--- config.mk ---
export PLATFORM = sky130hd
export DESIGN_NAME = blcc_ctrl
export DESIGN_NICKNAME = d
export VERILOG_FILES = /design/src/design/blcc_pkg.sv /design/src/design/blcc_ctrl.sv
export SDC_FILE = /design/constraint.sdc
export NUM_CORES = 1
export LEC_CHECK = 0
export ABC_AREA = 1
export CAP_MARGIN = 20
export CORE_MARGIN = 2
export CORE_UTILIZATION = 42
export CTS_BUF_LIST = sky130_fd_sc_hd__clkbuf_16
export DETAILED_ROUTE_END_ITERATION = 10
export DONT_BUFFER_PORTS = 1
export PLACE_DENSITY = 0.68
export SLEW_MARGIN = 20
export SYNTH_ARGS = -nofsm -noshare
export SYNTH_HDL_FRONTEND = slang
export SYNTH_SLANG_ARGS = --single-unit
--- constraint.sdc ---
create_clock -name clk_i -period 1.4 [get_ports clk_i]
set_input_delay 0.21 -clock clk_i [delete_from_list [all_inputs] [get_ports clk_i]]
set_output_delay 0.21 -clock clk_i [all_outputs]
set_load 0.1 [all_outputs]
--- src/design/blcc_pkg.sv ---
// Constants for the black level calibration control register.
// Assumes a word-wide register write/read port inside the sensor.
package blcc_pkg;
	localparam logic [7:0] REG_OFFSET = 8'h62;
	localparam int BIT_NO_SWEEP = 15;
	localparam int BIT_RESTART = 12;
	localparam int BIT_KEEP_HI = 11;
	localparam int BIT_MODE_HI = 2;
	localparam int BIT_MODE_LO = 1;
	localparam int BIT_MANUAL = 0;
	localparam logic [15:0] RESET_VALUE = 16'h07F8;
	// Bits held in storage; bit 12 is a pulse and never stored.
	localparam logic [15:0] STORE_MASK = 16'hEFFF;
	localparam logic [7:0] THRESH_STEP = 8'h05;
endpackage

--- src/design/blcc_ctrl.sv ---
// Black level calibration control register and its decoded controls.
// Assumes a synchronous, word-wide register port from the serial access logic.
//
// Functional notes
// - Bit 15 set skips the rapid sweep after a gain change.
// - Writing one to bit 12 restarts the filtered average and starts a rapid sweep.
// - Bit 12 clears itself right after being written with one.
// - Bit 11 clear resets the upper threshold after a sweep, set keeps it.
// - Mode 00 applies calibration only while the converter runs.
// - Mode 10 applies calibration continuously.
// - Mode low bit set disables correction, forcing offset and skew to zero.
// - Bit 0 set uses programmed correction values instead of the derived ones.
// - The reset upper threshold is the lower threshold plus five.
`timescale 1ns/10ps
module blcc_ctrl (
	// Clock and reset
	input wire logic clk_i,
	input wire logic rst_n_i,
	input wire logic ce_i,
	// Register port
	input wire logic [7:0] reg_addr_i,
	input wire logic reg_wr_i,
	input wire logic [15:0] reg_wdata_i,
	output logic [15:0] reg_rdata_o,
	// Calibration events
	input wire logic gain_change_i,
	input wire logic sweep_done_i,
	input wire logic adc_active_i,
	input wire logic [7:0] lower_black_threshold_i,
	input wire logic [7:0] auto_offset_i,
	input wire logic [7:0] auto_skew_i,
	input wire logic [7:0] prog_offset_i,
	input wire logic [7:0] prog_skew_i,
	// Calibration controls
	output logic restart_avg_o,
	output logic sweep_start_o,
	output logic cal_apply_o,
	output logic [7:0] offset_o,
	output logic [7:0] skew_o,
	output logic upper_thresh_load_o,
	output logic [7:0] upper_black_threshold_o
);
	logic [15:0] ctrl_r, ctrl_nxt;
	logic restart_r, restart_nxt;
	logic sweep_r, sweep_nxt;
	logic load_r, load_nxt;
	logic [7:0] upper_r, upper_nxt;
	logic [7:0] offset_r, offset_nxt;
	logic [7:0] skew_r, skew_nxt;
	logic apply_r, apply_nxt;
	logic wr_hit;

	// ------------------------------------------------------------------
	// Register storage and event pulses
	// ------------------------------------------------------------------
	assign wr_hit = reg_wr_i && (reg_addr_i == blcc_pkg::REG_OFFSET);

	always_comb begin
		ctrl_nxt = ctrl_r;
		if (wr_hit) begin
			ctrl_nxt = reg_wdata_i & blcc_pkg::STORE_MASK;
		end
		restart_nxt = wr_hit && reg_wdata_i[blcc_pkg::BIT_RESTART];
		sweep_nxt = restart_nxt || (gain_change_i && !ctrl_r[blcc_pkg::BIT_NO_SWEEP]);
		// The upper threshold is refreshed only when bit 11 is clear.
		// The sum wraps at eight bits, so a lower threshold near the top of its range gives a small upper one.
		load_nxt = sweep_done_i && !ctrl_r[blcc_pkg::BIT_KEEP_HI];
		upper_nxt = load_nxt ? lower_black_threshold_i + blcc_pkg::THRESH_STEP : upper_r;
	end

	// ------------------------------------------------------------------
	// Correction selection
	// ------------------------------------------------------------------
	always_comb begin
		if (ctrl_r[blcc_pkg::BIT_MODE_LO]) begin
			apply_nxt = 1'b0;
			offset_nxt = 8'h00;
			skew_nxt = 8'h00;
		end else begin
			// Mode 10 runs always, mode 00 only during conversion.
			apply_nxt = ctrl_r[blcc_pkg::BIT_MODE_HI] || adc_active_i;
			offset_nxt = ctrl_r[blcc_pkg::BIT_MANUAL] ? prog_offset_i : auto_offset_i;
			skew_nxt = ctrl_r[blcc_pkg::BIT_MANUAL] ? prog_skew_i : auto_skew_i;
		end
	end

	// ------------------------------------------------------------------
	// Registers
	// ------------------------------------------------------------------
	// Reset ignores the enable so that a stopped enable cannot trap the register in an old value.
	always_ff @(posedge clk_i) begin
		if (!rst_n_i) begin
			ctrl_r <= blcc_pkg::RESET_VALUE;
			restart_r <= 1'b0;
			sweep_r <= 1'b0;
			load_r <= 1'b0;
			upper_r <= 8'h00;
		end else if (ce_i) begin
			ctrl_r <= ctrl_nxt;
			restart_r <= restart_nxt;
			sweep_r <= sweep_nxt;
			load_r <= load_nxt;
			upper_r <= upper_nxt;
		end
	end

	// The correction path costs a cycle so the analog drivers see one clean change per mode rewrite.
	always_ff @(posedge clk_i) begin
		if (!rst_n_i) begin
			offset_r <= 8'h00;
			skew_r <= 8'h00;
			apply_r <= 1'b0;
		end else if (ce_i) begin
			offset_r <= offset_nxt;
			skew_r <= skew_nxt;
			apply_r <= apply_nxt;
		end
	end

	// Reads are decoded so any other address returns zero.
	assign reg_rdata_o = (reg_addr_i == blcc_pkg::REG_OFFSET) ? ctrl_r : 16'h0000;
	assign restart_avg_o = restart_r;
	assign sweep_start_o = sweep_r;
	assign cal_apply_o = apply_r;
	assign offset_o = offset_r;
	assign skew_o = skew_r;
	assign upper_thresh_load_o = load_r;
	assign upper_black_threshold_o = upper_r;

	// ------------------------------------------------------------------
	// Checks
	// ------------------------------------------------------------------
	// Reset sets the reserved fields to their fixed pattern and leaves no pulse behind.
	property p_reset;
		@(posedge clk_i)
		!rst_n_i |=> ctrl_r == blcc_pkg::RESET_VALUE && !sweep_start_o && !restart_avg_o
			&& !upper_thresh_load_o;
	endproperty
	a_reset: assert property (p_reset) else $error("reset value wrong");

	property p_restart;
		@(posedge clk_i) disable iff (!rst_n_i)
		(ce_i && wr_hit && reg_wdata_i[blcc_pkg::BIT_RESTART]) |=> (restart_avg_o && sweep_start_o);
	endproperty
	a_restart: assert property (p_restart) else $error("restart not pulsed");

	// Without a fresh request the restart pulse must drop at the next enabled edge.
	property p_restart_once;
		@(posedge clk_i) disable iff (!rst_n_i)
		(ce_i && restart_avg_o && !(wr_hit && reg_wdata_i[blcc_pkg::BIT_RESTART])) |=> !restart_avg_o;
	endproperty
	a_restart_once: assert property (p_restart_once) else $error("restart pulse held");

	property p_selfclr;
		@(posedge clk_i) disable iff (!rst_n_i)
		(ce_i && wr_hit) |=> !reg_rdata_o[blcc_pkg::BIT_RESTART] && !ctrl_r[blcc_pkg::BIT_RESTART];
	endproperty
	a_selfclr: assert property (p_selfclr) else $error("restart bit stored");

	property p_sweep_gain;
		@(posedge clk_i) disable iff (!rst_n_i)
		(ce_i && gain_change_i && !ctrl_r[blcc_pkg::BIT_NO_SWEEP]) |=> sweep_start_o;
	endproperty
	a_sweep_gain: assert property (p_sweep_gain) else $error("gain sweep missing");

	property p_nosweep;
		@(posedge clk_i) disable iff (!rst_n_i)
		(ce_i && gain_change_i && ctrl_r[blcc_pkg::BIT_NO_SWEEP] && !wr_hit) |=> !sweep_start_o;
	endproperty
	a_nosweep: assert property (p_nosweep) else $error("sweep not skipped");

	property p_keep;
		@(posedge clk_i) disable iff (!rst_n_i)
		(ce_i && ctrl_r[blcc_pkg::BIT_KEEP_HI]) |=> !upper_thresh_load_o && $stable(upper_black_threshold_o);
	endproperty
	a_keep: assert property (p_keep) else $error("threshold changed");

	property p_load_cause;
		@(posedge clk_i) disable iff (!rst_n_i)
		(ce_i && !sweep_done_i) |=> !upper_thresh_load_o;
	endproperty
	a_load_cause: assert property (p_load_cause) else $error("threshold load without sweep");

	property p_thresh;
		@(posedge clk_i) disable iff (!rst_n_i)
		(ce_i && sweep_done_i && !ctrl_r[blcc_pkg::BIT_KEEP_HI])
			|=> upper_thresh_load_o
			&& upper_black_threshold_o == 8'($past(lower_black_threshold_i) + blcc_pkg::THRESH_STEP);
	endproperty
	a_thresh: assert property (p_thresh) else $error("threshold not low plus five");

	property p_mode00;
		@(posedge clk_i) disable iff (!rst_n_i)
		(ce_i && !ctrl_r[blcc_pkg::BIT_MODE_HI] && !ctrl_r[blcc_pkg::BIT_MODE_LO])
			|=> cal_apply_o == $past(adc_active_i);
	endproperty
	a_mode00: assert property (p_mode00) else $error("mode 00 wrong");

	property p_mode10;
		@(posedge clk_i) disable iff (!rst_n_i)
		(ce_i && ctrl_r[blcc_pkg::BIT_MODE_HI] && !ctrl_r[blcc_pkg::BIT_MODE_LO]) |=> cal_apply_o;
	endproperty
	a_mode10: assert property (p_mode10) else $error("mode 10 wrong");

	property p_disable;
		@(posedge clk_i) disable iff (!rst_n_i)
		(ce_i && ctrl_r[blcc_pkg::BIT_MODE_LO]) |=> (offset_o == 8'h00 && skew_o == 8'h00 && !cal_apply_o);
	endproperty
	a_disable: assert property (p_disable) else $error("correction not zero");

	property p_manual;
		@(posedge clk_i) disable iff (!rst_n_i)
		(ce_i && ctrl_r[blcc_pkg::BIT_MANUAL] && !ctrl_r[blcc_pkg::BIT_MODE_LO])
			|=> offset_o == $past(prog_offset_i) && skew_o == $past(prog_skew_i);
	endproperty
	a_manual: assert property (p_manual) else $error("manual value not used");

	property p_auto;
		@(posedge clk_i) disable iff (!rst_n_i)
		(ce_i && !ctrl_r[blcc_pkg::BIT_MANUAL] && !ctrl_r[blcc_pkg::BIT_MODE_LO])
			|=> offset_o == $past(auto_offset_i) && skew_o == $past(auto_skew_i);
	endproperty
	a_auto: assert property (p_auto) else $error("derived value not used");

	// A low enable must hold the control word, upper threshold, restart pulse, apply flag and offset.
	property p_freeze;
		@(posedge clk_i) disable iff (!rst_n_i)
		!ce_i |=> $stable(ctrl_r) && $stable(upper_black_threshold_o) && $stable(restart_avg_o)
			&& $stable(cal_apply_o) && $stable(offset_o);
	endproperty
	a_freeze: assert property (p_freeze) else $error("state moved while disabled");
endmodule

### Word level (Yosys, flattened, before mapping)

Cells that the tools add are included.
Widths: inputs -> output; s select.

* mux-type cells: 6
* reduce and logical (&&, ||, !) cells: 10
* add/sub/neg operators: 1
* equality and inequality tests: 1

Operators with widths (count)
* $mux 8: 4
* $mux 16: 1
* $add 8x3->8 const B: 1
* $eq 8x7->1 const B: 1
* $logic_and 1x1->1: 4
* $reduce_and 2->1: 2
* $logic_not 1->1: 2
* $logic_or 1x1->1: 2
* $mux 1: 1

* register bits: 43
* logic and storage cells: 26

### Depth between registers and ports, before layout

Gate-level depths: netlist of run 1.

* depth after elaboration: 4
* depth in mapped cells: 8

### Worst setup path before layout of run 1

OpenSTA, ideal clock, no wires.

* path type: input-to-output
* start: input reg_addr_i[2]
* end: output reg_rdata_o[10]
* required time: 1190 ps
* setup slack: -975 ps
* stages: 6
* arrival: 2165 ps
* buffers on the path: 2
* cell sequence: inv_1 nand4_1 or2_2 clkbuf_1 buf_2 nor2_1

* word-level cells in the longest chain between the ends: 2

Ends and longest elaborated chain
* start: declaration: line blcc_ctrl.sv:21 `input wire logic [7:0] reg_addr_i,`
* $eq 8x7->1: line blcc_ctrl.sv:121 `assign reg_rdata_o = (reg_addr_i == blcc_pkg::REG_OFFSET) ? ctrl_r : 16'h0000;`
* $mux 16: line blcc_ctrl.sv:121
* end: declaration: line blcc_ctrl.sv:24 `output logic [15:0] reg_rdata_o,`

Every way passes these cells.

### Worst setup path in the final report of run 1

* start: register ctrl_r[0]
* end: output reg_rdata_o[0]

* word-level cells in the longest chain between the ends: 1

Ends and longest elaborated chain
* start: declaration: line blcc_ctrl.sv:43 `logic [15:0] ctrl_r, ctrl_nxt;`
* start signal: assignment: line blcc_ctrl.sv:93 `ctrl_r <= blcc_pkg::RESET_VALUE;`
* start signal: assignment: line blcc_ctrl.sv:99 `ctrl_r <= ctrl_nxt;`
* $mux 16: line blcc_ctrl.sv:121

Every way passes these cells.

==> results.yml, run 1 <==
placed_design:
  place.port_buffers: 0
  gp_congestion: 0.776
  place.detailed.instances: 408
  dp_worst_setup_slack_ns: 0.0722
  dpl.hpwl_um: 4060
synth:
  synth_area_leaders: "dfxtp_1, nand2_1, nor2_1, inv_1, o21a_1"
  synthMuxAreaShare: 0
  ys_seq_area_frac: 0.410
  yosysTopAreaCellShare: 0.410
  syn_inst: 309
  synth_area_sq_mm: 0.00210
  synth_adder_area_share: 0.00596
  postSynthRegisterBits: 43
  synthDistinctLibCells: 29
  netlist.top_cell.by_area: "dfxtp_1"
  synth_compound_area_frac: 0.172
  avgSynthCellArea_sq_um: 6.80
  post_synth_xor_area_fraction: 0.00834
  synth_simple_gate_area_share: 0.285
  syn-num-nets: 381
  dominant_combinational_cell_family_by_area_after_synthesis: "simple AND/OR/NAND/NOR gates"
  ys_warn_count: 0
drt:
  drt-wirelength-per-cell_um: 12.4
  dr_total_vias: 2021
  postRouteAntennaNets: 0
  drt_drc_violations_left: 0
  drt_pass1_iterations: 4
  post_drt_via_cell_ratio: 4.86
  routed_wirelength_um: 5150
  drt_iter0_drc: 61
global_route:
  grt-ovfl-total: 0
  grt_first_pass_wirelength_um: 8160
  grt_start_max_net_pins: 22
  combined_global_route_utilization_of_all_metal_layers: 0.186
  grt_antenna_before_repair: 0
  grt_pass1_vias: 1913
die:
  rows: 25
  fp.dieW_um: 74.7
  initial_core_util: 0.439
  floorplan.die_area_sq_mm: 0.00558
  placeableCoreArea_sq_mm: 0.00479
  ioPinCount: 115
  die_h_um: 74.7
clock_tree:
  clock_sinks: 43
  worst_path_clk_slew_ns: 0.06
  worstSkewPairLatency_ns: 0.27
  cts_hold_bufs: 0
  cts_root_buf: "clkbuf_16"
  cts-buffers-inserted: 5
  cts_tree: "built"
  cts_htree_levels: 2
  clock_path_buffers: 2
timing:
  finClkSkew_ns: 0.00215
  fin_crit_sh: 0.942
  layout_min_cycle_time_ns: 1.32
  drv_slew: 0
  rsz0062_at_grt: "no"
  timing.final.hold_violations: 0
  final.setup.worst_slack_ns: 0.0812
  setup_violations: 0
  achievable-frequency_mhz: 758
final_layout:
  layout.nets: 420
  layout.cells.non_filler: 416
  layout-area-overhead-vs-synth_pct: 42.2
  drive_above_1_share: 0.241
  n_antenna_cell: 0
setup_path:
  required_ns: 1.19
  worstSetupStartpointType: "register"
  timing_worst_setup_path_type: "register to primary output"
  worst_setup_path_end_kind: "primary output"
  cp.arrival_ns: 1.11
  worst-path-max-fanout: 17
pwr:
  p_total_mw: 3.39
  power_density_mw_per_mm2: 1140
  vdd_drop_max_mv: 0.734
  total_leakage_power_nw: 1.36
run:
  timing.max_cap.violations: 0
run_status:
  outcome: "complete, no violations"
min_path:
  worst_hold_path_type: "input port to register"
## per-layer routing
layer	GRT usage	vias up	part of all wire
met5	0	-	0
met4	0.0575	0	0.016
met3	0.0535	8	0.082
met2	0.338	67	0.49
met1	0.209	896	0.41
li1	-	1050	-
## Yosys cell counts
master     n
o21a_1    16
o21ai_1   10
buf_2      6
or2_2      2
nand2_1   58
clkbuf_2   1
o21ai_0   14
conb_1     1
nand3_1   18
inv_2      2
dfxtp_1   43
xnor2_1    1
a21o_1     1
nand3_2    1
nor3_1     1
xor2_1     1
nor2_4     2
nor2_1    46
buf_4      3
inv_1     40
buf_1      1
a21oi_1   20
ha_1       1
a31oi_1    1
o21bai_1   1
clkinv_1   1
nor2_2     1
clkbuf_1   6
nand4_1   10
## where the power goes
part	internal (mW)	total [mW]	leakage [nW]	switching, mW
Clock	1.02	1.47	0.0900	0.453
Sequential	1.27	1.29	0.352	0.0228
Combinational	0.141	0.625	0.920	0.483
Total	2.43	3.39	1.36	0.959
## logic make-up (layout without fill, tap and decap cells)
kind of cell    count (synthesis)  after routing
simple gates                  139            139
flops                          43             43
fa+ha+maj                       1              1
buf+inv                        60            100
compound gates                 63             63
other cells                     1              1
xor+xnor                        2              2
## path summary, 6_finish.rpt
path                                   start                          to  slack (ns)  cells past startpoint
hold / removal    lower_black_threshold_i[0]  upper_black_threshold_o[0]        0.02                      1
setup / recovery                   ctrl_r[0]              reg_rdata_o[0]        0.08                      4
hold reg to reg          upper_thresh_load_o         upper_thresh_load_o        0.46                      2
setup reg to reg                  ctrl_r[11]  upper_black_threshold_o[3]        0.24                      6
## flip-flops by register name (all words and copies together), names as in the netlist
register / flops
cal_apply_o: 1
offset_o: 8
upper_thresh_load_o: 1
sweep_start_o: 1
restart_avg_o: 1
upper_black_threshold_o: 8
skew_o: 8
ctrl_r: 15
## per-stage QoR
stage / TNS, ns / util / cell area [sq um] / hold slack (ns)
floorplan: -1.94 / - / 2260 / 0.300
global placement: 0 / 0.581 / 2780 / 0.297
detailed placement: 0 / 0.581 / 2780 / 0.300
CTS: 0 / 0.621 / 2970 / 0.0134
global route: 0 / 0.624 / 2990 / 0.0173
finish: 0 / 0.624 / 2990 / 0.0166
## critical path, stage by stage (launching register included)
cell	delay [ns]
dfxtp_1	0.34
inv_2	0.05
buf_12	0.14
nor2_4	0.12
buf_12	0.18
## timing repair
item                                    4_1_cts  5_1_grt
setup buffers                                 0        0
hold endpoints to repair                      0        0
endpoints found under the setup margin        0        2
gates resized for setup                       0        5
## placed cells by master (no fill, tap or decap), types with 5 or more instances in the layout
master     instances
nand2_1           58
dfxtp_1           43
inv_1             37
buf_4             33
nor2_1            31
a21oi_1           20
nand3_1           18
nor2_4            17
o21a_1            16
buf_12            16
o21ai_0           13
o21ai_1           11
nand4_1           10
clkbuf_16          5
## final cells by class
cell class              instances  area, sq um
repair buffers                 49          568
clock inverters                 3         67.6
inverters                      43          171
multi-input cells             206         1110
well taps                      67         83.8
clock buffers                   5          125
flip-flops and latches         43          861
fillers                       429         1800
Note: power is estimated with default switching activity, not from simulation.
==> run 2, diff against run 1 <==
--- a/config.mk
+++ b/config.mk
@@ -5,7 +5,6 @@
 export SDC_FILE = /design/constraint.sdc
 export NUM_CORES = 1
 export LEC_CHECK = 0
-export ABC_AREA = 1
 export CAP_MARGIN = 20
 export CORE_MARGIN = 2
 export CORE_UTILIZATION = 42
==> run 2 against run 1 <==
  * Worst hold slack better by 0.012 ns
  * Combinational power fell by 5.6%
  * Synthesized area is 1.1% higher
  * Flip-flop and latch count stayed put
  * Non-clock buffer count grew 3
  * Sequential share of layout area increased by 0.38 points
  * Core utilization fell by 0.73 points
  * Highest routed layer unchanged
  * Cell area fell by 1.2%
==> results.yml, run 2 <==
run_status:
  outcome: "complete, no violations"
global_route:
  grt_start_max_net_pins: 61
  combined_global_route_utilization_of_all_metal_layers: 0.177
  grt_first_pass_wirelength_um: 7590
  grt_pass1_vias: 1735
  grt-ovfl-total: 0
  grt_antenna_before_repair: 0
clock_tree:
  cts-buffers-inserted: 5
  clock_path_buffers: 2
  cts_hold_bufs: 0
  cts_htree_levels: 2
  cts_tree: "built"
  worst_path_clk_slew_ns: 0.06
  clock_sinks: 43
  worstSkewPairLatency_ns: 0.28
  cts_root_buf: "clkbuf_16"
timing:
  finalSetupTns_ns: 0
  timing.final.hold_violations: 0
  finClkSkew_ns: 0.000981
  rsz0062_at_grt: "yes"
  fin_crit_sh: 0.968
  setup_violations: 0
  drv_slew: 0
  achievable-frequency_mhz: 738
  layout_min_cycle_time_ns: 1.35
pwr:
  intPower_mw: 2.25
  p_sw_mw: 0.907
  total_leakage_power_nw: 1.25
  clock_share_of_power: 0.405
  swShare: 0.287
  power.share.sequential: 0.409
  p_total_mw: 3.16
  comb_power_share: 0.187
  power_density_mw_per_mm2: 1070
  vdd_drop_max_mv: 0.633
run:
  timing.max_cap.violations: 0
final_layout:
  largest_reg_flops: 15
  final_common_cell: "dfxtp_1"
  footprint_of_the_multi_input_gates_sq_mm: 0.00117
  layout.nets: 348
  top_register_by_number_of_flip_flops: "ctrl_r"
  drive_above_1_share: 0.282
  layout-area-overhead-vs-synth_pct: 39.0
  mostFrequentLayoutCells: "dfxtp_1, buf_4, mux2i_1, nand2_1, nor2b_1"
  n_antenna_cell: 0
  number_of_filler_cells_placed_in_the_layout: 421
  design_area_sq_mm: 0.00295
  total_area_of_sequential_cells_sq_um: 862
die:
  ioPinCount: 115
  placeableCoreArea_sq_mm: 0.00479
  rows: 25
  floorplan.die_area_sq_mm: 0.00564
  die_h_um: 75.1
  initial_core_util: 0.444
  fp.dieW_um: 75.1
synth:
  synth_flop_cell: "dfxtp_1"
  ys_seq_area_frac: 0.405
  avgSynthCellArea_sq_um: 8.96
  synth_area_sq_mm: 0.00212
  synthDistinctLibCells: 32
  postSynthRegisterBits: 43
  synth_common_cells: "dfxtp_1, mux2i_1, nand2_1, nor2b_1, o22ai_1"
  synth_area_leaders: "dfxtp_1, mux2i_1, nor2b_1, o22ai_1, and2_1"
  netlist.top_cell.by_area: "dfxtp_1"
  yosysTopAreaCellShare: 0.405
  syn_inst: 237
  synth.most_common_cell: "dfxtp_1"
  synth-edff-count: 0
  ys_warn_count: 0
  syn-num-nets: 309
  async_reset_ff_frac: 0
placed_design:
  placed_area_sq_mm: 0.00278
  gp_congestion: 0.738
  place.port_buffers: 0
  dpl.hpwl_um: 3590
setup_path:
  worst_setup_path_end_kind: "primary output"
  required_ns: 1.19
  critical_path.max_stage_delay_ns: 0.26
  critical_path.cell_chain: "nor4bb_2 -> buf_4 -> and3_2 -> buf_12"
  cp.arrival_ns: 1.14
  timing_worst_setup_path_type: "input port to primary output"
  worstSetupStartpointType: "input port"
  timing.critical_path.slowest_stage_cell: "nor4bb_2"
  worst-path-max-fanout: 17
drt:
  drt_drc_violations_left: 0
  drt_iter0_drc: 63
  drt_pass1_iterations: 4
  post_drt_via_cell_ratio: 5.14
  drt-wirelength-per-cell_um: 14.4
  postRouteAntennaNets: 0
  routed_wirelength_um: 4940
  dr_total_vias: 1769
min_path:
  worst_hold_path_type: "input port to register"
run 2: cell count changes after synthesis, moves of 16 or more:
cell,change
and2_1,+16
nand3_1,-18
nand2_1,-38
inv_1,-23
nor2_1,-46
mux2i_1,+33
nor2b_1,+19
o22ai_1,+18
a21oi_1,-17
run 2: timing repair:
item / 4_1_cts / 5_1_grt
gates resized for setup: 0 / 2
setup buffers: 0 / 1
setup endpoints to repair: 0 / 15
run 2: cell families (layout without fill, tap and decap cells):
family          count (synthesis)  after routing  share of synthesized area
compound gates                 37             37                      0.107
xor+xnor                        4              4                     0.0165
fa+ha+maj                       1              1                    0.00589
buf+inv                        37             77                     0.0742
flops                          43             43                      0.405
mux                            33             33                      0.156
other cells                     1              1                    0.00177
simple gates                   81             81                      0.233
run 2: power by group through the flow:
| stage | clock network [mW] | logic (mW) | registers, mW |
|---|---|---|---|
| 5_1_grt | 1.38 | 0.619 | 1.30 |
| 6_report | 1.28 | 0.590 | 1.29 |
| 4_1_cts | 1.32 | 0.592 | 1.29 |
| 3_5_place_dp | 0 | 0.591 | 1.32 |
| 3_3_place_gp | 0 | 0.584 | 1.32 |
| 2_1_floorplan | 0 | 0.188 | 1.64 |
run 2: stage by stage:
step | setup slack (ns) | util | cells | hold slack, ns
after floorplan | -0.0824 | - | 237 | 0.349
after global placement | 0.0404 | 0.580 | 335 | 0.313
after detailed placement | 0.0410 | 0.580 | 335 | 0.322
after CTS | 0.00932 | 0.614 | 343 | 0.0236
after global routing | -0.0238 | 0.617 | 344 | 0.0202
final | 0.0451 | 0.617 | 344 | 0.0291
run 2: layer usage:
metal | vias up | GRT usage | wire (um)
met5 | - | 0 | 0
met2 | 63 | 0.303 | 2480
met3 | 5 | 0.0776 | 460
met1 | 820 | 0.194 | 1940
li1 | 881 | - | -
met4 | 0 | 0.0635 | 49
run 2: worst max-delay path: cells and delay by family:
family | cells | cell delay, ns
buffers and inverters | 2 | 0.43
and+or+nand+nor | 2 | 0.49
run 2: path summary, 6_finish.rpt:
kind / from / endpoint / slack [ns] / cells after the start
setup reg to reg: ctrl_r[11] / upper_black_threshold_o[1] / 0.32 / 4
setup / recovery: reg_addr_i[4] / reg_rdata_o[15] / 0.05 / 4
hold / removal: ce_i / restart_avg_o / 0.03 / 1
hold reg to reg: restart_avg_o / restart_avg_o / 0.47 / 2
run 2: area by class of cell:
cell class                      count  area share
Timing Repair Buffer               52       0.204
Clock buffer                        5      0.0424
Tap cell                           67      0.0284
Clock inverter                      3      0.0131
Inverter                           17      0.0216
Multi-Input combinational cell    157       0.398
Sequential cell                    43       0.292
==> run 3, diff against run 2 <==
--- a/config.mk
+++ b/config.mk
@@ -5,7 +5,7 @@
 export SDC_FILE = /design/constraint.sdc
 export NUM_CORES = 1
 export LEC_CHECK = 0
-export CAP_MARGIN = 20
+export ABC_CLOCK_PERIOD_IN_PS = 1400
 export CORE_MARGIN = 2
 export CORE_UTILIZATION = 42
 export CTS_BUF_LIST = sky130_fd_sc_hd__clkbuf_16
==> constraint.sdc (replaced) <==
create_clock -name clk_i -period 1.4 [get_ports clk_i]
set_input_delay 0.07 -clock clk_i [delete_from_list [all_inputs] [get_ports clk_i]]
set_output_delay 0.07 -clock clk_i [all_outputs]
set_load 0.1 [all_outputs]
==> run 3 against run 2 <==
  * Die area unchanged
  * Non-clock buffer count grew 21
  * Largest cell class unchanged
  * Cell area rose by 4.9%
  * Register-to-register slack worse by 0.15 ns
  * Highest routed layer unchanged
  * Critical path type is now register to primary output
  * Core utilization increased by 3.0 points
  * Worst hold slack worse by 0.019 ns
  * Sequential power hardly changed
  * Global-route usage grew 2.0 points
  * Critical endpoint is now reg_rdata_o[0]
  * Via count rose by 3.6%
  * First-iteration DRC count shrank 3.2%
==> results.yml, run 3 (synthesis gave the netlist of run 2 again) <==
run_status:
  outcome: "complete, no violations"
clock_tree:
  worst_path_clk_slew_ns: 0.06
  cts_tree: "built"
  post_cts_buffers: 0
  cts-buffers-inserted: 5
  cts_root_buf: "clkbuf_16"
  cts_htree_levels: 2
  worstSkewPairLatency_ns: 0.28
  clock_path_buffers: 2
  clock_sinks: 43
die:
  floorplan.die_area_sq_mm: 0.00564
  rows: 25
  die_h_um: 75.1
  placeableCoreArea_sq_mm: 0.00479
  fp.dieW_um: 75.1
  initial_core_util: 0.444
  ioPinCount: 115
timing:
  rsz0062_at_grt: "no"
  achievable-frequency_mhz: 788
  setup_violations: 0
  drv_slew: 0
  layout_min_cycle_time_ns: 1.27
  timing.final.hold_violations: 0
  fin_crit_sh: 0.907
  finalSetupTns_ns: 0
  finClkSkew_ns: 0.00533
  final.setup.worst_slack_ns: 0.131
  worst_hold_slack_ns: 0.00996
final_layout:
  largest_reg_flops: 15
  n_antenna_cell: 0
  drive_above_1_share: 0.245
  mostFrequentLayoutCells: "dfxtp_1, mux2i_1, buf_4, dlygate4sd3_1, nand2_1"
  design_area_sq_mm: 0.00310
  top_register_by_number_of_flip_flops: "ctrl_r"
  layout-area-overhead-vs-synth_pct: 45.8
  number_of_filler_cells_placed_in_the_layout: 411
  final_common_cell: "dfxtp_1"
  layout.nets: 369
drt:
  post_drt_via_cell_ratio: 5.02
  dr_total_vias: 1833
  drt_pass1_iterations: 4
  postRouteAntennaNets: 0
  drt_drc_violations_left: 0
  drt_iter0_drc: 61
  drt-wirelength-per-cell_um: 14.8
  routed_wirelength_um: 5390
setup_path:
  timing.critical_path.slowest_stage_cell: "dfxtp_1"
  worstSetupStartpointType: "register"
  worst-path-max-fanout: 5
  critical_path.cell_chain: "buf_4 -> and3_2 -> buf_12"
  timing_worst_setup_path_type: "register to primary output"
  critical_path.top_delay_family: "flip-flops"
  cp_num_cells: 3
  critical_path.max_stage_delay_ns: 0.37
  required_ns: 1.33
  cp.arrival_ns: 1.20
  worst_setup_path_end_kind: "primary output"
  ff2ff_path_depth: 3
  cp_num_buf_inv: 2
placed_design:
  dpl.hpwl_um: 3620
  placed_area_sq_mm: 0.00271
  gp_congestion: 0.708
  place.port_buffers: 0
  dp_worst_setup_slack_ns: 0.0521
min_path:
  worst_hold_path_type: "input port to register"
  worstHoldPathCells: 2
pwr:
  p_total_mw: 3.03
  vdd_drop_max_mv: 0.672
  total_leakage_power_nw: 1.35
  power_density_mw_per_mm2: 979
global_route:
  combined_global_route_utilization_of_all_metal_layers: 0.197
  grt-ovfl-total: 0
  grt_pass1_vias: 1781
  grt_antenna_before_repair: 0
  grt_start_max_net_pins: 43
  grt_first_pass_wirelength_um: 8350
run:
  timing.max_cap.violations: 0
==> run 3: changes by cell type in the layout (fill, tap and decap cells not counted), sizes merged <==
cell         previous run  this run
buf                    52        50
inv                    17        18
dlygate4sd3             0        23
bufinv                  1         0
==> run 3: worst paths after layout <==
path	slack [ns]	startpoint	end
min reg2reg	0.46	ctrl_r[13]	ctrl_r[13]
max	0.13	ctrl_r[0]	reg_rdata_o[0]
min	0.01	rst_n_i	ctrl_r[9]
max reg2reg	0.17	ctrl_r[15]	sweep_start_o
==> run 3: through the flow <==
step	std cells	utilization
2_1_floorplan	237	-
3_3_place_gp	333	0.565
3_5_place_dp	333	0.565
4_1_cts	365	0.646
5_1_grt	365	0.647
6_report	365	0.647
==> run 3: timing repair <==
action | in CTS | in global routing
hold buffers | 24 | 0
resized for setup | 0 | 1
hold endpoints to repair | 43 | 0
setup endpoints to repair | 0 | 1
==> run 3: layout make-up <==
| type | count | area, sq um | area share |
|---|---|---|---|
| Sequential cell | 43 | 861 | 0.278 |
| Inverter | 17 | 63.8 | 0.0206 |
| Clock buffer | 5 | 125 | 0.0404 |
| Multi-Input combinational cell | 157 | 1130 | 0.365 |
| Timing Repair Buffer | 73 | 822 | 0.265 |
| Tap cell | 67 | 83.8 | 0.0271 |
| Clock inverter | 3 | 11.3 | 0.00364 |
==> run 3: power breakdown <==
part | internal (mW) | switching (mW) | leakage, nW
sequential | 1.27 | 0.0230 | 0.352
clock | 0.641 | 0.434 | 0.0701
combinational | 0.198 | 0.466 | 0.924
==> run 3: worst reg2reg max path: cells and delay by family (launching register included) <==
kind | cells | cell delay (ns)
AOI/OAI and AO/OA | 1 | 0.15
buffers and inverters | 1 | 0.56
and+or+nand+nor | 1 | 0.14
DFF | 1 | 0.32
==> run 3: metal layers <==
| layer | GRT usage | up-vias | part of all wire |
|---|---|---|---|
| li1 | - | 925 | - |
| met1 | 0.234 | 837 | 0.40 |
| met2 | 0.345 | 67 | 0.52 |
| met3 | 0.0602 | 4 | 0.070 |
| met4 | 0.0536 | 0 | 0.0097 |
| met5 | 0 | - | 0 |
